==> src/inc/ipb_consts.vh <==
// Constants for the instruction prefetch queue: memory map edges, depths, widths.
// Assumes a 16-bit instruction word and a 22-bit word address space.
`ifndef IPB_CONSTS_VH
`define IPB_CONSTS_VH

`define IPB_ADDR_W        22
`define IPB_DATA_W        16
`define IPB_QUEUE_DEPTH   16
`define IPB_PTR_W         4
`define IPB_CNT_W         5
`define IPB_RAM_LIMIT     5'h08
`define IPB_FLASH_LIMIT   5'h10
// Lower small RAM block followed by the upper one, which has nothing after it
`define IPB_LSRB_BASE     22'h000000
`define IPB_LSRB_END      22'h0003ff
`define IPB_USRB_BASE     22'h000400
`define IPB_USRB_END      22'h0007ff
// Shared RAM block three
`define IPB_SRB3_BASE     22'h00c000
`define IPB_SRB3_END      22'h00c7ff
// Flash array
`define IPB_FLASH_BASE    22'h080000
`define IPB_FLASH_END     22'h08ffff
// Word returned for a fetch that hits no memory (an illegal opcode)
`define IPB_INVALID_OP    16'h0000
// State codes, one-hot
`define IPB_ST_IDLE       2'b01
`define IPB_ST_WAIT       2'b10

`endif

==> src/core/ipb_queue_mem.v <==
// Storage array of the prefetch queue: one write port, one registered read port.
// Assumes the controller never writes and reads the same slot in conflict.
`timescale 1ns/1ns
`include "ipb_consts.vh"

module ipb_queue_mem (
   core_clk,
   clk_en,
   wr_en,
   wr_addr,
   wr_data,
   wr_err,
   rd_en,
   rd_addr,
   rd_data,
   rd_err
);
   input  wire                      core_clk;
   input  wire                      clk_en;
   input  wire                      wr_en;
   input  wire [`IPB_PTR_W-1:0]     wr_addr;
   input  wire [`IPB_DATA_W-1:0]    wr_data;
   input  wire                      wr_err;
   input  wire                      rd_en;
   input  wire [`IPB_PTR_W-1:0]     rd_addr;
   output reg  [`IPB_DATA_W-1:0]    rd_data;
   output reg                       rd_err;

   // ==================================================================
   // Array
   // No reset on the array; entries are only read once marked valid
   reg [`IPB_DATA_W-1:0] mem_word [0:`IPB_QUEUE_DEPTH-1];
   reg                   mem_err  [0:`IPB_QUEUE_DEPTH-1];

   // Write and registered read
   always @(posedge core_clk) begin
      if (clk_en) begin
         if (wr_en) begin
            mem_word[wr_addr] <= wr_data;
            mem_err[wr_addr]  <= wr_err;
         end
         // Read only on a load, so the presented word stands until taken
         if (rd_en) begin
            rd_data <= mem_word[rd_addr];
            rd_err  <= mem_err[rd_addr];
         end
      end
   end
endmodule

==> src/core/ipb_prefetch.v <==
// Instruction prefetch queue between instruction memory and the execute pipeline.
// Assumes a memory port with one outstanding read and a one-cycle-or-later answer.
// Overview of operation
// - Fetch words ahead of execution; past valid memory an invalid opcode is queued.
// - From RAM blocks the queue runs at most 8 words ahead.
// - From flash the queue runs at most 16 words ahead.
// - A flash fetch past the last flash word flags an uncorrectable ECC error.
// - Crossing between adjacent valid blocks fetches normally, without error.
`timescale 1ns/1ns
`include "ipb_consts.vh"

module ipb_prefetch (
   core_clk,
   rst_n,
   clk_en,
   redirect,
   redirect_addr,
   mem_req,
   mem_addr,
   mem_ack,
   mem_rdata,
   flash_ecc_uncorr,
   instr_valid,
   instr_ready,
   instr_word,
   instr_addr,
   instr_invalid,
   instr_ecc_err,
   ecc_uncorr_event,
   queue_level
);
   input  wire                      core_clk;
   input  wire                      rst_n;
   input  wire                      clk_en;
   input  wire                      redirect;
   input  wire [`IPB_ADDR_W-1:0]    redirect_addr;
   output wire                      mem_req;
   output reg  [`IPB_ADDR_W-1:0]    mem_addr;
   input  wire                      mem_ack;
   input  wire [`IPB_DATA_W-1:0]    mem_rdata;
   input  wire                      flash_ecc_uncorr;
   output wire                      instr_valid;
   input  wire                      instr_ready;
   output wire [`IPB_DATA_W-1:0]    instr_word;
   output reg  [`IPB_ADDR_W-1:0]    instr_addr;
   output wire                      instr_invalid;
   output wire                      instr_ecc_err;
   output reg                       ecc_uncorr_event;
   output wire [`IPB_CNT_W-1:0]     queue_level;

   // ==================================================================
   // Address classification
   // Decode used for both the fetch address and the limit choice
   function [2:0] ipb_region;
      input [`IPB_ADDR_W-1:0] a;
      begin
         if (a <= `IPB_USRB_END)
            ipb_region = 3'h1;                      // Both small blocks are contiguous
         else if (a >= `IPB_SRB3_BASE && a <= `IPB_SRB3_END)
            ipb_region = 3'h1;
         else if (a >= `IPB_FLASH_BASE && a <= `IPB_FLASH_END)
            ipb_region = 3'h2;
         else if (a >= `IPB_FLASH_BASE)
            ipb_region = 3'h4;                      // Past flash: answered by flash interface
         else
            ipb_region = 3'h0;                      // Hole: no memory answers
      end
   endfunction

   // ==================================================================
   // State
   reg  [1:0]              state_reg;
   reg  [1:0]              state_next;
   reg  [`IPB_ADDR_W-1:0]  fetch_addr_reg;          // Next word to request
   reg  [`IPB_PTR_W-1:0]   wr_ptr_reg;
   reg  [`IPB_PTR_W-1:0]   rd_ptr_reg;
   reg  [`IPB_CNT_W-1:0]   count_reg;
   reg                     flash_mode_reg;          // Queue is fed from flash
   reg                     drop_reg;                // Discard answer of a flushed read
   reg                     out_valid_reg;
   reg                     hole_reg;                // Current read hit no memory
   reg                     past_flash_reg;          // Current read ran past flash end
   reg  [`IPB_ADDR_W-1:0]  req_addr_reg;
   reg  [`IPB_ADDR_W-1:0]  addr_q [0:`IPB_QUEUE_DEPTH-1];

   wire [2:0]              fetch_rgn  = ipb_region(fetch_addr_reg);
   wire [`IPB_CNT_W-1:0]   depth_lim  = flash_mode_reg ? `IPB_FLASH_LIMIT : `IPB_RAM_LIMIT;
   // Entries in flight count against the limit so the queue never overshoots
   wire [`IPB_CNT_W-1:0]   inflight   = (state_reg == `IPB_ST_WAIT && !drop_reg) ? 5'h01 : 5'h00;
   wire                    room       = (count_reg + inflight) < depth_lim;
   wire                    issue      = (state_reg == `IPB_ST_IDLE) && room && !redirect;
   wire                    hole_now   = (fetch_rgn == 3'h0);
   // A hole answers at once with an invalid opcode; real memory answers on ack
   wire                    done       = (state_reg == `IPB_ST_WAIT) && (hole_reg || mem_ack);
   wire                    push       = done && !drop_reg && !redirect;
   wire                    nonempty   = (count_reg != 5'h00);
   wire                    pop        = out_valid_reg && instr_ready && !redirect;
   wire                    load_out   = nonempty && (!out_valid_reg || pop);
   wire [`IPB_DATA_W-1:0]  wr_word    = hole_reg ? `IPB_INVALID_OP : mem_rdata;
   wire                    wr_err     = past_flash_reg || (flash_mode_reg && flash_ecc_uncorr);
   wire                    mem_err_q;

   // Request stands until answered, even for a flushed read, or memory never acks
   assign mem_req      = (state_reg == `IPB_ST_WAIT) && !hole_reg;
   assign instr_valid  = out_valid_reg;
   assign instr_ecc_err = out_valid_reg && mem_err_q;
   assign queue_level  = count_reg;

   // ==================================================================
   // Queue storage
   ipb_queue_mem u_mem (
      .core_clk (core_clk),
      .clk_en   (clk_en),
      .wr_en    (push),
      .wr_addr  (wr_ptr_reg),
      .wr_data  (wr_word),
      .wr_err   (wr_err),
      .rd_en    (load_out && !redirect),
      .rd_addr  (rd_ptr_reg),
      .rd_data  (instr_word),
      .rd_err   (mem_err_q)
   );

   // Opcode is invalid when it came from a hole or was flagged by flash ECC
   assign instr_invalid = out_valid_reg && (mem_err_q || (instr_word == `IPB_INVALID_OP));

   // ==================================================================
   // Fetch state machine
   always @* begin
      state_next = state_reg;
      case (state_reg)
         `IPB_ST_IDLE: begin
            if (issue)
               state_next = `IPB_ST_WAIT;
         end
         `IPB_ST_WAIT: begin
            if (done)
               state_next = `IPB_ST_IDLE;
         end
         default: state_next = `IPB_ST_IDLE;
      endcase
   end

   // Sequencing, pointers and flush
   always @(posedge core_clk or negedge rst_n) begin
      if (!rst_n) begin
         state_reg        <= `IPB_ST_IDLE;
         fetch_addr_reg   <= 22'h000000;
         req_addr_reg     <= 22'h000000;
         mem_addr         <= 22'h000000;
         wr_ptr_reg       <= 4'h0;
         rd_ptr_reg       <= 4'h0;
         count_reg        <= 5'h00;
         flash_mode_reg   <= 1'b0;
         drop_reg         <= 1'b0;
         out_valid_reg    <= 1'b0;
         hole_reg         <= 1'b0;
         past_flash_reg   <= 1'b0;
         instr_addr       <= 22'h000000;
         ecc_uncorr_event <= 1'b0;
      end else if (clk_en) begin
         state_reg        <= state_next;
         ecc_uncorr_event <= push && wr_err;
         if (redirect) begin
            // Flush: invalid words fetched ahead can never reach execute
            fetch_addr_reg <= redirect_addr;
            wr_ptr_reg     <= 4'h0;
            rd_ptr_reg     <= 4'h0;
            count_reg      <= 5'h00;
            out_valid_reg  <= 1'b0;
            flash_mode_reg <= (ipb_region(redirect_addr) != 3'h1);
            // A read still outstanding must finish but its word is thrown away
            // An answer in this very cycle ends any earlier drop as well
            drop_reg <= (state_reg == `IPB_ST_WAIT) && !done;
         end else begin
            if (issue) begin
               mem_addr       <= fetch_addr_reg;
               req_addr_reg   <= fetch_addr_reg;
               hole_reg       <= hole_now;
               past_flash_reg <= (fetch_rgn == 3'h4);
               fetch_addr_reg <= fetch_addr_reg + 22'h000001;
            end
            if (done)
               drop_reg <= 1'b0;
            if (push) begin
               addr_q[wr_ptr_reg] <= req_addr_reg;
               wr_ptr_reg         <= wr_ptr_reg + 4'h1;
            end
            if (load_out) begin
               instr_addr <= addr_q[rd_ptr_reg];
               rd_ptr_reg <= rd_ptr_reg + 4'h1;
            end
            if (load_out)
               out_valid_reg <= 1'b1;
            else if (pop)
               out_valid_reg <= 1'b0;
            count_reg <= count_reg + (push ? 5'h01 : 5'h00) - (load_out ? 5'h01 : 5'h00);
         end
      end
   end
endmodule

==> config.mk <==
export PLATFORM = sky130hd
export DESIGN_NAME = ipb_prefetch
export DESIGN_NICKNAME = d
export VERILOG_FILES = /design/src/core/ipb_queue_mem.v /design/src/core/ipb_prefetch.v
export VERILOG_INCLUDE_DIRS = /design/src /design/src/inc
export SDC_FILE = /design/constraint.sdc
export NUM_CORES = 1
export LEC_CHECK = 0
export BUFFER_PORTS_ARGS = -buffer_cell sky130_fd_sc_hd__buf_4
export CORE_MARGIN = 5
export CORE_UTILIZATION = 49
export DETAILED_ROUTE_END_ITERATION = 16
export PLACE_DENSITY_LB_ADDON = 0.15
export SYNTH_ARGS = -nofsm -noshare
export SYNTH_HDL_FRONTEND = slang
export SYNTH_HIERARCHICAL = 1
export SYNTH_SLANG_ARGS = --single-unit
==> constraint.sdc <==
create_clock -name core_clk -period 8.35 [get_ports core_clk]
set_input_delay 1.67 -clock core_clk [delete_from_list [all_inputs] [get_ports core_clk]]
set_output_delay 1.67 -clock core_clk [all_outputs]
set_load 0.05 [all_outputs]
==> Word-level counts from Yosys, hierarchy flattened <==
Memories as Yosys holds them, arrays and structs flattened. A register that Yosys moved wholly into a read port is not among the register bits.
Cells that the tools add are included.
{ "word_totals": {"ff_bits": 65, "latch_bits": 0, "mem_bits_rw": 624, "mem_bits_ro": 0, "in_bits": 45, "output_inout_bits": 70, "elab_cells": 124, "mem_count": 3} }
{ "memory_table": {"columns": ["memory", "words", "word_bits", "read_ports", "rd_ports_with_merged_regs", "write_ports", "line", "source"], "rows": [
  ["addr_q", 16, 22, 1, 1, 1, "ipb_prefetch.v:84", "reg [`IPB_ADDR_W-1:0] addr_q [0:`IPB_QUEUE_DEPTH-1];"],
  ["u_mem.mem_word", 16, 16, 1, 1, 1, "ipb_queue_mem.v:32", "reg [`IPB_DATA_W-1:0] mem_word [0:`IPB_QUEUE_DEPTH-1];"],
  ["u_mem.mem_err", 16, 1, 1, 1, 1, "ipb_queue_mem.v:33", "reg mem_err [0:`IPB_QUEUE_DEPTH-1];"]
]} }
{ "classes": {"add_sub_neg": 6, "n_mul": 0, "div_mod_pow": 0, "magnitude_cmp": 11, "n_eq_ne": 6, "shifts": 0, "n_mux": 36, "bitwise_logic": 1, "reduce_logical": 49} }
{ "op_table": {"columns": ["op", "n"], "rows": [
  ["22-bit by 16-bit greater-or-equal comparator with 1-bit output (second input constant)", 2],
  ["22-bit by 20-bit greater-or-equal comparator with 1-bit output (second input constant)", 2],
  ["22-bit by 11-bit less-or-equal comparator with 1-bit output (second input constant)", 2],
  ["22-bit by 16-bit less-or-equal comparator with 1-bit output (second input constant)", 2],
  ["22-bit by 20-bit less-or-equal comparator with 1-bit output (second input constant)", 2],
  ["22-bit 2-to-1 mux", 2],
  ["3-bit 2-to-1 mux", 10],
  ["22-bit by 1-bit adder with 22-bit output (second input constant)", 1],
  ["1-bit logical AND", 21],
  ["16-bit zero test", 1],
  ["16-bit 2-to-1 mux", 1],
  ["4-bit 2-to-1 mux", 4],
  ["1-bit 2-to-1 mux", 14],
  ["2-bit AND reduction", 7],
  ["5-bit by 1-bit adder with 5-bit output", 2],
  ["5-bit 2-to-1 mux", 2],
  ["3-bit AND reduction", 3],
  ["4-bit by 1-bit adder with 4-bit output (second input constant)", 2],
  ["2-bit nonzero test", 4],
  ["1-bit zero test", 6],
  ["5-bit less-than comparator", 1],
  ["5-bit nonzero test", 1],
  ["5-bit by 1-bit subtractor with 5-bit output", 1],
  ["1-bit logical OR", 4],
  ["10 further kinds", 12]
]} }

==> Longest topological paths before layout <==
Gate-level depths: netlist of the first run.
{ "depth": {"depth_word": 9, "depth_mapped": 13} }

==> Hierarchy <==
The synthesis of the first run kept the hierarchy.
{ "modules_own_cells": {"columns": ["mod", "instances", "cells_per_inst", "area_each_um2", "seq_area_each_um2"], "rows": [
  ["ipb_prefetch", 1, 1001, 17917.2, 12748.5],
  ["ipb_queue_mem", 1, 460, 10819.1, 8678.3]
]} }

==> Worst setup path after synthesis of the first run <==
Ideal clock, no wire load.
{ "synth_path": {"kind": "input -> register", "from": "in redirect", "to": "mem addr_q[3][0] in the netlist's numbering, enable pin", "setup_ns": 0.429, "t_arrival_ns": 4.369, "t_required_ns": 7.921, "slack_ns": 3.553, "path_stages": 5, "cell_sequence": "clkbuf_1 -> nor4_1 -> and3_1 -> nand2_1 -> nor3_1"} }
{ "synth_via": {"elab_chain_len": 7} }
{ "synth_lines": {"columns": ["element", "line", "source"], "rows": [
  ["start: declaration", "ipb_prefetch.v:35", "input wire redirect;"],
  ["1-bit zero test", "ipb_prefetch.v:95", "wire push = done && !drop_reg && !redirect;"],
  ["1-bit logical AND", "ipb_prefetch.v:95", null],
  ["named net push", "ipb_prefetch.v:95", null],
  ["1-bit 2-to-1 mux", "ipb_prefetch.v:185", "if (push) begin"],
  ["1-bit 2-to-1 mux", "ipb_prefetch.v:164", "if (redirect) begin"],
  ["1-bit 2-to-1 mux", "ipb_prefetch.v:161", "end else if (clk_en) begin"],
  ["1-bit logical AND (implied by the code)", "ipb_prefetch.v:186", "addr_q[wr_ptr_reg] <= req_addr_reg;"],
  ["1-bit 2-to-1 mux (implied by the code)", "ipb_prefetch.v:186", null],
  ["end: declaration", "ipb_prefetch.v:84", null]
]} }
The timed path passes the listed nets, and every way through them passes these cells.

==> Worst setup path after layout of the first run <==
{ "layout_path": {"from": "in redirect", "to": "reg count_reg[4], in the netlist queue_level[4]"} }
{ "layout_via": {"word_cells_on_any_way": 10} }
{ "layout_rtl": {"columns": ["element", "line", "source"], "rows": [
  ["1-bit zero test", "ipb_prefetch.v:95", null],
  ["1-bit logical AND", "ipb_prefetch.v:95", null],
  ["named net push", "ipb_prefetch.v:95", null],
  ["1-bit 2-to-1 mux", "ipb_prefetch.v:197", "count_reg <= count_reg + (push ? 5'h01 : 5'h00) - (load_out ? 5'h01 : 5'h00);"],
  ["5-bit by 1-bit adder with 5-bit output", "ipb_prefetch.v:197", null],
  ["5-bit by 1-bit subtractor with 5-bit output", "ipb_prefetch.v:197", null],
  ["5-bit 2-to-1 mux", "ipb_prefetch.v:164", null],
  ["end signal: assignment", "ipb_prefetch.v:197", null],
  ["end: declaration", "ipb_prefetch.v:77", "reg [`IPB_CNT_W-1:0] count_reg;"]
]} }
The timed path passes the listed nets, and every way through them passes these cells.
A chain may end at the register's enable or synchronous reset.

==> results.sh, run 1 <==
export IMPL_wl_per_cell_um=27.1
export IMPL_post_cts_buffers=0
export IMPL_mostFrequentLayoutCells="edfxtp_1, buf_4, mux4_2"
export IMPL_synthArstFlopShare_pct=12.0
export IMPL_final_seq_area_sq_mm=0.0214
export IMPL_synth_distinct_cells=70
export IMPL_critPathArrivalTime_ns=4.86
export IMPL_hold_path_class="flip-flop to flip-flop"
export IMPL_n_antenna_cell=0
export IMPL_placed_cells_incl_taps=2313
export IMPL_synth_seq_cells=728
export IMPL_syn_nets=1523
export IMPL_p_per_area_mw_per_mm2=327
export IMPL_post_route_drc_count=0
export IMPL_cts_tree="yes"
export IMPL_gp_congestion=0.861
export IMPL_start_util_pct=49.6
export IMPL_io_pins=115
export IMPL_synth_edff_count=641
export IMPL_path_delay_family="simple AND/OR/NAND/NOR gates"
export IMPL_start_kind="input pin"
export IMPL_syn_area_sq_mm=0.0287
export IMPL_worstSkewPairLatency_ns=0.59
export IMPL_fin_cells=2446
export IMPL_cp_required_ns=8.81
export IMPL_fmax_mhz=228
export IMPL_synth_top_area_share_pct=67.0
export IMPL_fin_skew_ns=0.0208
export IMPL_drt_wl_total_mm=66.2
export IMPL_cts_buffers=75
export IMPL_num_nets_final=1687
export IMPL_vias=14600
export IMPL_die_width_um=252
export IMPL_cts_root_buf="clkbuf_16"
export IMPL_areaGrowthSynthToFinish_pct=14.8
export IMPL_grt_pass1_wl_mm=99.1
export IMPL_design_area_sq_mm=0.0330
export IMPL_synthTopCellsByArea="edfxtp_1, mux4_2, dfrtp_1"
export IMPL_slowest_delay_ns=1.08
export IMPL_vias_per_cell=5.98
export IMPL_antenna_found_initial=1
export IMPL_crit_type="input pin to flip-flop"
export IMPL_drt_iter0_drc=1311
export IMPL_grt_ovfl_total=0
export IMPL_regToRegSetupSlack_ns=4.72
export IMPL_timing_critical_path_buf_inv=3
export IMPL_rsz0062_at_grt="no"
export IMPL_firstDrtPassIters=5
export IMPL_largestRegisters="addr_q x352, u_mem/mem_word x256"
export IMPL_startpoint="redirect"
export IMPL_cts_buffer_depth=3
export IMPL_critical_path_slowest_cell="nor4_1"
export IMPL_ys_warn_count=6
export IMPL_setup_viol=0
export IMPL_nFillCells=4390
export IMPL_path_max_fanout=39
export IMPL_cp_endpoint="queue_level[4]"
export IMPL_hold_viol=0
export IMPL_r2r_start="hole_reg"
export IMPL_largest_reg_flops=352
export IMPL_port_buffers=114
export IMPL_status="finished, final reports clean"
export IMPL_worst_pin_slew_ns=1.33
export IMPL_postCtsHoldBufs=0
export IMPL_hpwl_mm=40.9
export IMPL_fin_crit_sh_pct=52.6
export IMPL_vdd_drop_max_mv=0.252
export IMPL_period_needed_ns=4.39
export IMPL_final_common_cell="edfxtp_1"
export IMPL_finalSetupTns_ns=0
export IMPL_syn_area_per_cell_sq_um=19.7
export IMPL_dieArea_sq_mm=0.0636
export IMPL_numClockSinks=728
export IMPL_syn_inst=1461
export IMPL_multiInputGateArea_sq_mm=0.00693
export IMPL_end_kind="flip-flop"
export IMPL_die_y_um=252
export IMPL_regMostFlops="addr_q"
export IMPL_drv_cap=0
export IMPL_rows=88
export IMPL_gr_usage_all_layers_pct=20.9
export IMPL_crit_chain="buf_4 -> nor4_1 -> inv_1 -> ha_1 -> inv_1 -> ha_1 -> fa_1 -> a21oi_1 -> o21bai_1 -> xnor2_1 -> mux2i_1 -> o2bb2ai_1"
export IMPL_grt_pass1_vias=15100
export IMPL_slew_headroom_pct=11.3
export IMPL_core_sq_mm=0.0579
export IMPL_drive_gt1_share_pct=28.8
export IMPL_leakage_nw=10.9
export IMPL_htree_levels=3
export IMPL_place_ws_ns=3.40
export IMPL_path_depth=12
export IMPL_rr_worst_depth=13
export IMPL_r2r_end="queue_level[4]"
export IMPL_synth_ff_type="edfxtp_1"
export IMPL_cts_resized=0
export IMPL_yosysTopAreaCell="edfxtp_1"
export IMPL_final_max_slew_viol_count=0
export IMPL_timing_final_ws_setup_ns=3.96
export IMPL_yosysSeqAreaShare_pct=74.6
export IMPL_path_clk_slew_ns=0.06
export IMPL_place_area_sq_mm=0.0306
export IMPL_p_total_mw=10.8
export IMPL_grt_start_max_net_pins=59
export IMPL_ant_nets=0
-- synth_stat cells (3+ instances only) --
cell type,number
a21oi_1,27
a22o_1,4
a22oi_1,36
a32o_1,4
and2_1,5
and3_1,4
and4_1,3
buf_1,5
buf_2,30
buf_6,6
clkbuf_1,34
dfrtp_1,86
edfxtp_1,641
ha_1,16
inv_1,20
mux2_2,19
mux2i_1,51
mux4_1,3
mux4_2,153
nand2_1,72
nand2b_1,10
nand3_1,13
nand4_1,6
nor2_1,47
nor2b_1,20
nor3_1,14
nor4_1,7
o21ai_0,28
o221ai_1,22
o22ai_1,8
o2bb2ai_1,5
o31ai_1,4
or3_1,3
or4_1,5
xnor2_1,4
-- kinds of logic (layout without fill, tap and decap cells) --
family / after synthesis / in the layout / share of synthesized area (%)
AOI/OAI and AO/OA: 162 / 162 / 4.04
DFF: 728 / 728 / 74.6
xor gates and xnor gates: 6 / 6 / 0.183
buffers and inverters: 100 / 320 / 1.69
and+or+nand+nor: 222 / 222 / 3.97
muxes: 226 / 226 / 14.8
adders and majority gates: 17 / 17 / 0.766
-- metal layers --
layer	GRT usage [%]	wire length, um	vias up
met5	0	13	-
met4	5.74	1390	2
met3	3.40	3840	93
met2	32.4	31200	442
met1	31.4	29800	7781
li1	-	-	6310
-- how the worst min path moves through the flow --
stage | from | end | slack, ns | cells after the start
after CTS | past_flash_reg | past_flash_reg | 0.50 | 2
after global routing | instr_addr[12] | instr_addr[12] | 0.52 | 2
after detailed placement | past_flash_reg | past_flash_reg | 0.49 | 2
final | past_flash_reg | past_flash_reg | 0.50 | 2
after floorplan | past_flash_reg | past_flash_reg | 0.45 | 2
after global placement | past_flash_reg | past_flash_reg | 0.47 | 2
-- through the flow --
| step | hold slack, ns | utilization, % |
|---|---|---|
| after global routing | 0.520 | 57.0 |
| after global placement | 0.474 | 52.9 |
| final | 0.501 | 57.0 |
| after floorplan | 0.450 | - |
| after CTS | 0.501 | 57.0 |
| after detailed placement | 0.488 | 52.9 |
-- worst reg2reg max path, delay by kind of cell (launching register included) --
| family | cells | cell delay (ns) |
|---|---|---|
| xor+xnor | 1 | 0.18 |
| compound gates | 3 | 0.33 |
| fa+ha+maj | 3 | 0.94 |
| buf+inv | 3 | 0.47 |
| simple gates | 2 | 1.07 |
| mux | 1 | 0.21 |
| flops | 1 | 0.32 |
-- power by group --
| part | internal [mW] | leakage, nW | switching [mW] | total, mW |
|---|---|---|---|---|
| combinational | 1.02 | 2.92 | 1.55 | 2.57 |
| clock | 1.88 | 1.14 | 1.32 | 3.19 |
| sequential | 4.48 | 6.83 | 0.532 | 5.01 |
-- cell type report --
cell class              count  area share [%]
clock buffers             106            6.38
inverters                  21           0.239
clock inverters            27           0.709
flip-flops and latches    728            65.0
repair buffers            166            3.78
well taps                 765            2.90
multi-input cells         633            21.0
(Power assumes the default switching activity.)
==> run 2, diff against run 1 <==
==> constraint.sdc (replaced) <==
create_clock -name core_clk -period 3.7 [get_ports core_clk]
set_input_delay 0.74 -clock core_clk [delete_from_list [all_inputs] [get_ports core_clk]]
set_output_delay 0.74 -clock core_clk [all_outputs]
set_load 0.05 [all_outputs]
==> results.sh, run 2 (synthesis results as in run 1) <==
export IMPL_gp_congestion=0.820
export IMPL_design_area_sq_mm=0.0334
export IMPL_drv_cap=0
export IMPL_period_needed_ns=3.12
export IMPL_r2r_end="queue_level[4]"
export IMPL_status="finished, final reports clean"
export IMPL_post_route_drc_count=0
export IMPL_htree_levels=3
export IMPL_path_max_fanout=6
export IMPL_cp_required_ns=4.18
export IMPL_postCtsHoldBufs=0
export IMPL_grt_start_max_net_pins=53
export IMPL_mostFrequentLayoutCells="edfxtp_1, buf_4, mux4_2"
export IMPL_dieArea_sq_mm=0.0636
export IMPL_fin_crit_sh_pct=84.4
export IMPL_slowest_delay_ns=0.45
export IMPL_vdd_drop_max_mv=0.463
export IMPL_grt_ovfl_total=0
export IMPL_crit_chain="inv_1 -> ha_1 -> nor4b_1 -> a21oi_1 -> ha_1 -> inv_1 -> ha_1 -> fa_1 -> a21oi_1 -> o21bai_1 -> xnor2_1 -> mux2i_1 -> o2bb2ai_1"
export IMPL_worst_path_most_repeated_cell="ha_1"
export IMPL_start_kind="flip-flop"
export IMPL_nFillCells=4372
export IMPL_core_sq_mm=0.0579
export IMPL_areaGrowthSynthToFinish_pct=16.3
export IMPL_slew_headroom_pct=27.9
export IMPL_leakage_nw=11.1
export IMPL_hpwl_mm=38.7
export IMPL_largest_reg_flops=352
export IMPL_numClockSinks=728
export IMPL_fin_cells=2472
export IMPL_drt_wl_total_mm=66.3
export IMPL_gr_usage_all_layers_pct=21.1
export IMPL_grt_pass1_vias=15300
export IMPL_cts_buffer_depth=3
export IMPL_antenna_found_initial=0
export IMPL_num_nets_final=1706
export IMPL_setup_viol=0
export IMPL_wl_per_cell_um=26.8
export IMPL_p_per_area_mw_per_mm2=730
export IMPL_rsz0062_at_grt="no"
export IMPL_cts_root_buf="clkbuf_16"
export IMPL_largestRegisters="addr_q x352, u_mem/mem_word x256"
export IMPL_end_kind="flip-flop"
export IMPL_regMostFlops="addr_q"
export IMPL_path_clk_slew_ns=0.05
export IMPL_final_max_slew_viol_count=0
export IMPL_cts_resized=0
export IMPL_drt_iter0_drc=1235
export IMPL_firstDrtPassIters=5
export IMPL_vias_per_cell=5.93
export IMPL_place_ws_ns=0.422
export IMPL_grt_pass1_wl_mm=99.8
export IMPL_fin_skew_ns=0.0172
export IMPL_start_util_pct=49.6
export IMPL_worstSkewPairLatency_ns=0.61
export IMPL_regToRegSetupSlack_ns=0.58
export IMPL_post_cts_buffers=0
export IMPL_hold_viol=0
export IMPL_critPathArrivalTime_ns=3.61
export IMPL_hold_path_class="input pin to async pin"
export IMPL_die_width_um=252
export IMPL_vias=14700
export IMPL_cts_tree="yes"
export IMPL_io_pins=115
export IMPL_n_antenna_cell=0
export IMPL_port_buffers=114
export IMPL_place_area_sq_mm=0.0309
export IMPL_fmax_mhz=320
export IMPL_rr_worst_depth=13
export IMPL_placed_cells_incl_taps=2331
export IMPL_cts_buffers=76
export IMPL_rows=88
export IMPL_worst_pin_slew_ns=1.08
export IMPL_final_common_cell="edfxtp_1"
export IMPL_ant_nets=0
export IMPL_drive_gt1_share_pct=30.5
export IMPL_r2r_start="queue_level[3]"
export IMPL_crit_type="flip-flop to flip-flop"
export IMPL_finalSetupTns_ns=0
export IMPL_critical_path_slowest_cell="dfrtp_1"
export IMPL_die_y_um=252
export IMPL_timing_final_ws_setup_ns=0.576
## run 2: worst max-delay path: cells and delay by family, from the launching register on
| family | cells | cell delay, ns |
|---|---|---|
| adders and majority gates | 4 | 1.08 |
| AOI/OAI and AO/OA | 4 | 0.47 |
| DFF | 1 | 0.45 |
| and+or+nand+nor | 1 | 0.43 |
| buffers and inverters | 2 | 0.20 |
| muxes | 1 | 0.20 |
| xor gates and xnor gates | 1 | 0.17 |
## run 2: per-layer routing
layer / vias up / global-route usage (%) / share of wire (%)
met1: 7776 / 29.1 / 41
met4: 0 / 5.63 / 2.0
li1: 6365 / - / -
met5: - / 0 / 0
met3: 90 / 3.41 / 5.5
met2: 439 / 35.5 / 51
## run 2: power by group
group | switching, mW | internal, mW | total (mW)
Sequential | 1.19 | 10.1 | 11.3
Clock | 3.14 | 4.43 | 7.57
Combinational | 3.15 | 2.38 | 5.53
## run 2: per-stage QoR
stage / total power [mW] / util (%) / hold WS [ns]
global route: 25.5 / 57.7 / 0.260
global placement: 17.0 / 53.3 / 0.472
floorplan: 15.1 / - / 0.444
CTS: 24.7 / 57.7 / 0.214
finish: 24.4 / 57.7 / 0.223
detailed placement: 17.1 / 53.3 / 0.478
## run 2: layout make-up
class,count,area [sq um],share of cell area (%)
sequential,728,21400,64.2
multi-input combinational,633,6950,20.8
clock buffer,94,2070,6.20
timing repair buffer,184,1470,4.40
tap,765,957,2.86
clock inverter,47,448,1.34
inverter,21,78.8,0.236
## run 2: how the worst max path moves through the flow
stage | slack (ns) | startpoint | end
2_1_floorplan | 0.13 | redirect | u_mem/mem_err[0]
3_3_place_gp | 0.40 | redirect | queue_level[4]
3_5_place_dp | 0.42 | redirect | queue_level[4]
4_1_cts | 0.54 | queue_level[3] | queue_level[4]
5_1_grt | 0.28 | queue_level[3] | queue_level[4]
6_report | 0.58 | queue_level[3] | queue_level[4]
==> run 3, diff against run 2 <==
--- a/config.mk
+++ b/config.mk
@@ -6,6 +6,7 @@
 export SDC_FILE = /design/constraint.sdc
 export NUM_CORES = 1
 export LEC_CHECK = 0
+export ABC_AREA = 1
 export BUFFER_PORTS_ARGS = -buffer_cell sky130_fd_sc_hd__buf_4
 export CORE_MARGIN = 5
 export CORE_UTILIZATION = 49
==> constraint.sdc (replaced) <==
create_clock -name core_clk -period 3.2 [get_ports core_clk]
set_input_delay 0.64 -clock core_clk [delete_from_list [all_inputs] [get_ports core_clk]]
set_output_delay 0.64 -clock core_clk [all_outputs]
set_load 0.05 [all_outputs]
==> results.sh, run 3 <==
export IMPL_status="finished, final reports clean"
export IMPL_cts_buffer_depth=3
export IMPL_hold_viol=0
export IMPL_synthTopCellsByArea="edfxtp_1, dfrtp_1, nand2_1"
export IMPL_hold_slack_ns=0.193
export IMPL_crit_chain="inv_1 -> nand2_1 -> inv_1 -> o21ai_0 -> nor2_1 -> inv_1 -> nor2_1 -> inv_1 -> ha_1 -> inv_1 -> ha_1 -> fa_1 -> nand2_1 -> inv_1 -> nor2_1 -> nor2_1 -> nor2_1 -> xor2_1 -> o22ai_1"
export IMPL_antenna_found_initial=0
export IMPL_worstSkewPairLatency_ns=0.62
export IMPL_ant_nets=0
export IMPL_final_max_slew_viol_count=0
export IMPL_port_buffers=114
export IMPL_cts_root_buf="clkbuf_16"
export IMPL_syn_area_sq_mm=0.0309
export IMPL_yosysMostFrequentCell="edfxtp_1"
export IMPL_drt_wl_total_mm=79.9
export IMPL_place_area_sq_mm=0.0332
export IMPL_gr_usage_all_layers_pct=23.2
export IMPL_path_clk_slew_ns=0.06
export IMPL_startpoint="state_reg[0]"
export IMPL_syn_inst=2777
export IMPL_cts_tree="yes"
export IMPL_timing_critical_path_buf_inv=6
export IMPL_slew_headroom_pct=25.2
export IMPL_areaGrowthSynthToFinish_pct=15.6
export IMPL_vias=20900
export IMPL_placed_cells_incl_taps=3693
export IMPL_htree_levels=3
export IMPL_mostFrequentLayoutCells="edfxtp_1, nand2_1, nor2_1"
export IMPL_synth_edff_count=641
export IMPL_r2r_start="state_reg[0]"
export IMPL_num_nets_final=2987
export IMPL_setup_viol=0
export IMPL_period_needed_ns=2.86
export IMPL_drv_cap=0
export IMPL_leakage_nw=13.8
export IMPL_yosys_top_cells_count="edfxtp_1, nand2_1, nor2_1"
export IMPL_synth_seq_cells=728
export IMPL_ys_warn_count=6
export IMPL_p_total_mw=30.7
export IMPL_worst_path_most_repeated_cell="inv_1"
export IMPL_top_usage_layer="met2"
export IMPL_hpwl_mm=50.6
export IMPL_grt_pass1_vias=20200
export IMPL_syn_area_per_cell_sq_um=11.1
export IMPL_rsz0062_at_grt="no"
export IMPL_critical_path_slowest_cell="fa_1"
export IMPL_design_area_sq_mm=0.0357
export IMPL_use_met1_pct=31.6
export IMPL_largest_reg_flops=352
export IMPL_cp_required_ns=3.70
export IMPL_grt_start_max_net_pins=170
export IMPL_fin_skew_ns=0.0217
export IMPL_yosysTopAreaCell="edfxtp_1"
export IMPL_synthArstFlopShare_pct=12.0
export IMPL_post_cts_buffers=0
export IMPL_cts_resized=0
export IMPL_grt_ovfl_total=0
export IMPL_syn_nets=2839
export IMPL_die_y_um=261
export IMPL_rows=92
export IMPL_dieArea_sq_mm=0.0681
export IMPL_fin_cells=3836
export IMPL_numClockSinks=728
export IMPL_firstDrtPassIters=6
export IMPL_slowest_delay_ns=0.39
export IMPL_die_width_um=261
export IMPL_path_max_fanout=3
export IMPL_grt_pass1_wl_mm=121
export IMPL_drt_iter0_drc=1931
export IMPL_io_pins=115
export IMPL_fmax_mhz=350
export IMPL_critPathArrivalTime_ns=3.36
export IMPL_start_util_pct=49.2
export IMPL_grt_use_met3_pct=3.25
export IMPL_worst_pin_slew_ns=1.12
export IMPL_postCtsHoldBufs=0
export IMPL_crit_type="flip-flop to flip-flop"
export IMPL_hold_path_class="input pin to async pin"
export IMPL_largestRegisters="addr_q x352, u_mem/mem_word x256"
export IMPL_vias_per_cell=5.45
export IMPL_core_sq_mm=0.0627
export IMPL_synth_top_area_share_pct=62.4
export IMPL_final_common_cell="edfxtp_1"
export IMPL_end_kind="flip-flop"
export IMPL_synth_ff_type="edfxtp_1"
export IMPL_p_per_area_mw_per_mm2=862
export IMPL_synth_distinct_cells=42
export IMPL_gp_congestion=0.843
export IMPL_path_delay_family="adder cells"
export IMPL_use_met2_pct=40.1
export IMPL_cts_buffers=76
export IMPL_start_kind="flip-flop"
export IMPL_drive_gt1_share_pct=13.1
export IMPL_wl_per_cell_um=20.8
export IMPL_fin_crit_sh_pct=89.3
export IMPL_yosysSeqAreaShare_pct=69.4
export IMPL_vdd_drop_max_mv=0.602
export IMPL_regMostFlops="addr_q"
export IMPL_post_route_drc_count=0
export IMPL_finalSetupTns_ns=0
==> run 3: cell count changes after synthesis, sizes merged, moves of 22 or more <==
cell    delta
nor2     +311
o211ai    +89
mux2i     -51
a21oi     -24
clkbuf    +25
buf       +45
mux4     -156
nand2    +458
inv      +261
o221ai    -22
o21ai    +209
a22oi     -36
nand3    +295
==> run 3: routing by layer <==
layer	vias to the layer above	share of wire, %
li1	9769	-
met1	10400	41
met2	661	51
met3	112	5.8
met4	0	2.2
met5	-	0
==> run 3: worst paths after layout <==
kind	slack [ns]	depth (start not counted)	to
setup / recovery	0.34	19	queue_level[4]
hold / removal	0.19	2	flash_mode_reg
setup reg to reg	0.34	19	queue_level[4]
hold reg to reg	0.46	2	state_reg[0]
max in group asynchronous	1.88	3	instr_addr[8]
min in group core_clk	0.32	4	instr_valid
==> run 3: area by class of cell <==
class,instances,area [sq um]
Fill cell,5195,27100
Sequential cell,728,21400
Multi-Input combinational cell,1615,7660
Clock buffer,113,2190
Timing Repair Buffer,219,1930
Inverter,285,1070
Tap cell,846,1060
Clock inverter,29,299
Antenna cell,1,2.50
==> run 3: logic make-up after synthesis <==
group	synth area share (%)
AO/OA/AOI/OAI	7.04
XOR/XNOR	0.454
buffers and inverters	6.01
AND/OR/NAND/NOR	16.3
flip-flops	69.4
adder cells (fa/ha/maj)	0.714
==> run 3: where the power goes <==
group          leakage, nW  switching (mW)  internal, mW  total, mW
sequential            6.90           0.672          11.8       12.5
clock                 1.22            3.61          5.18       8.78
combinational         5.68            6.81          2.66       9.47
total                 13.8            11.1          19.7       30.7
==> run 3: stage by stage <==
step           util, %  setup slack (ns)
2_1_floorplan        -             0.322
3_3_place_gp      52.9             0.272
3_5_place_dp      52.9             0.250
4_1_cts           56.8             0.375
5_1_grt           56.8             0.192
6_report          56.8             0.342
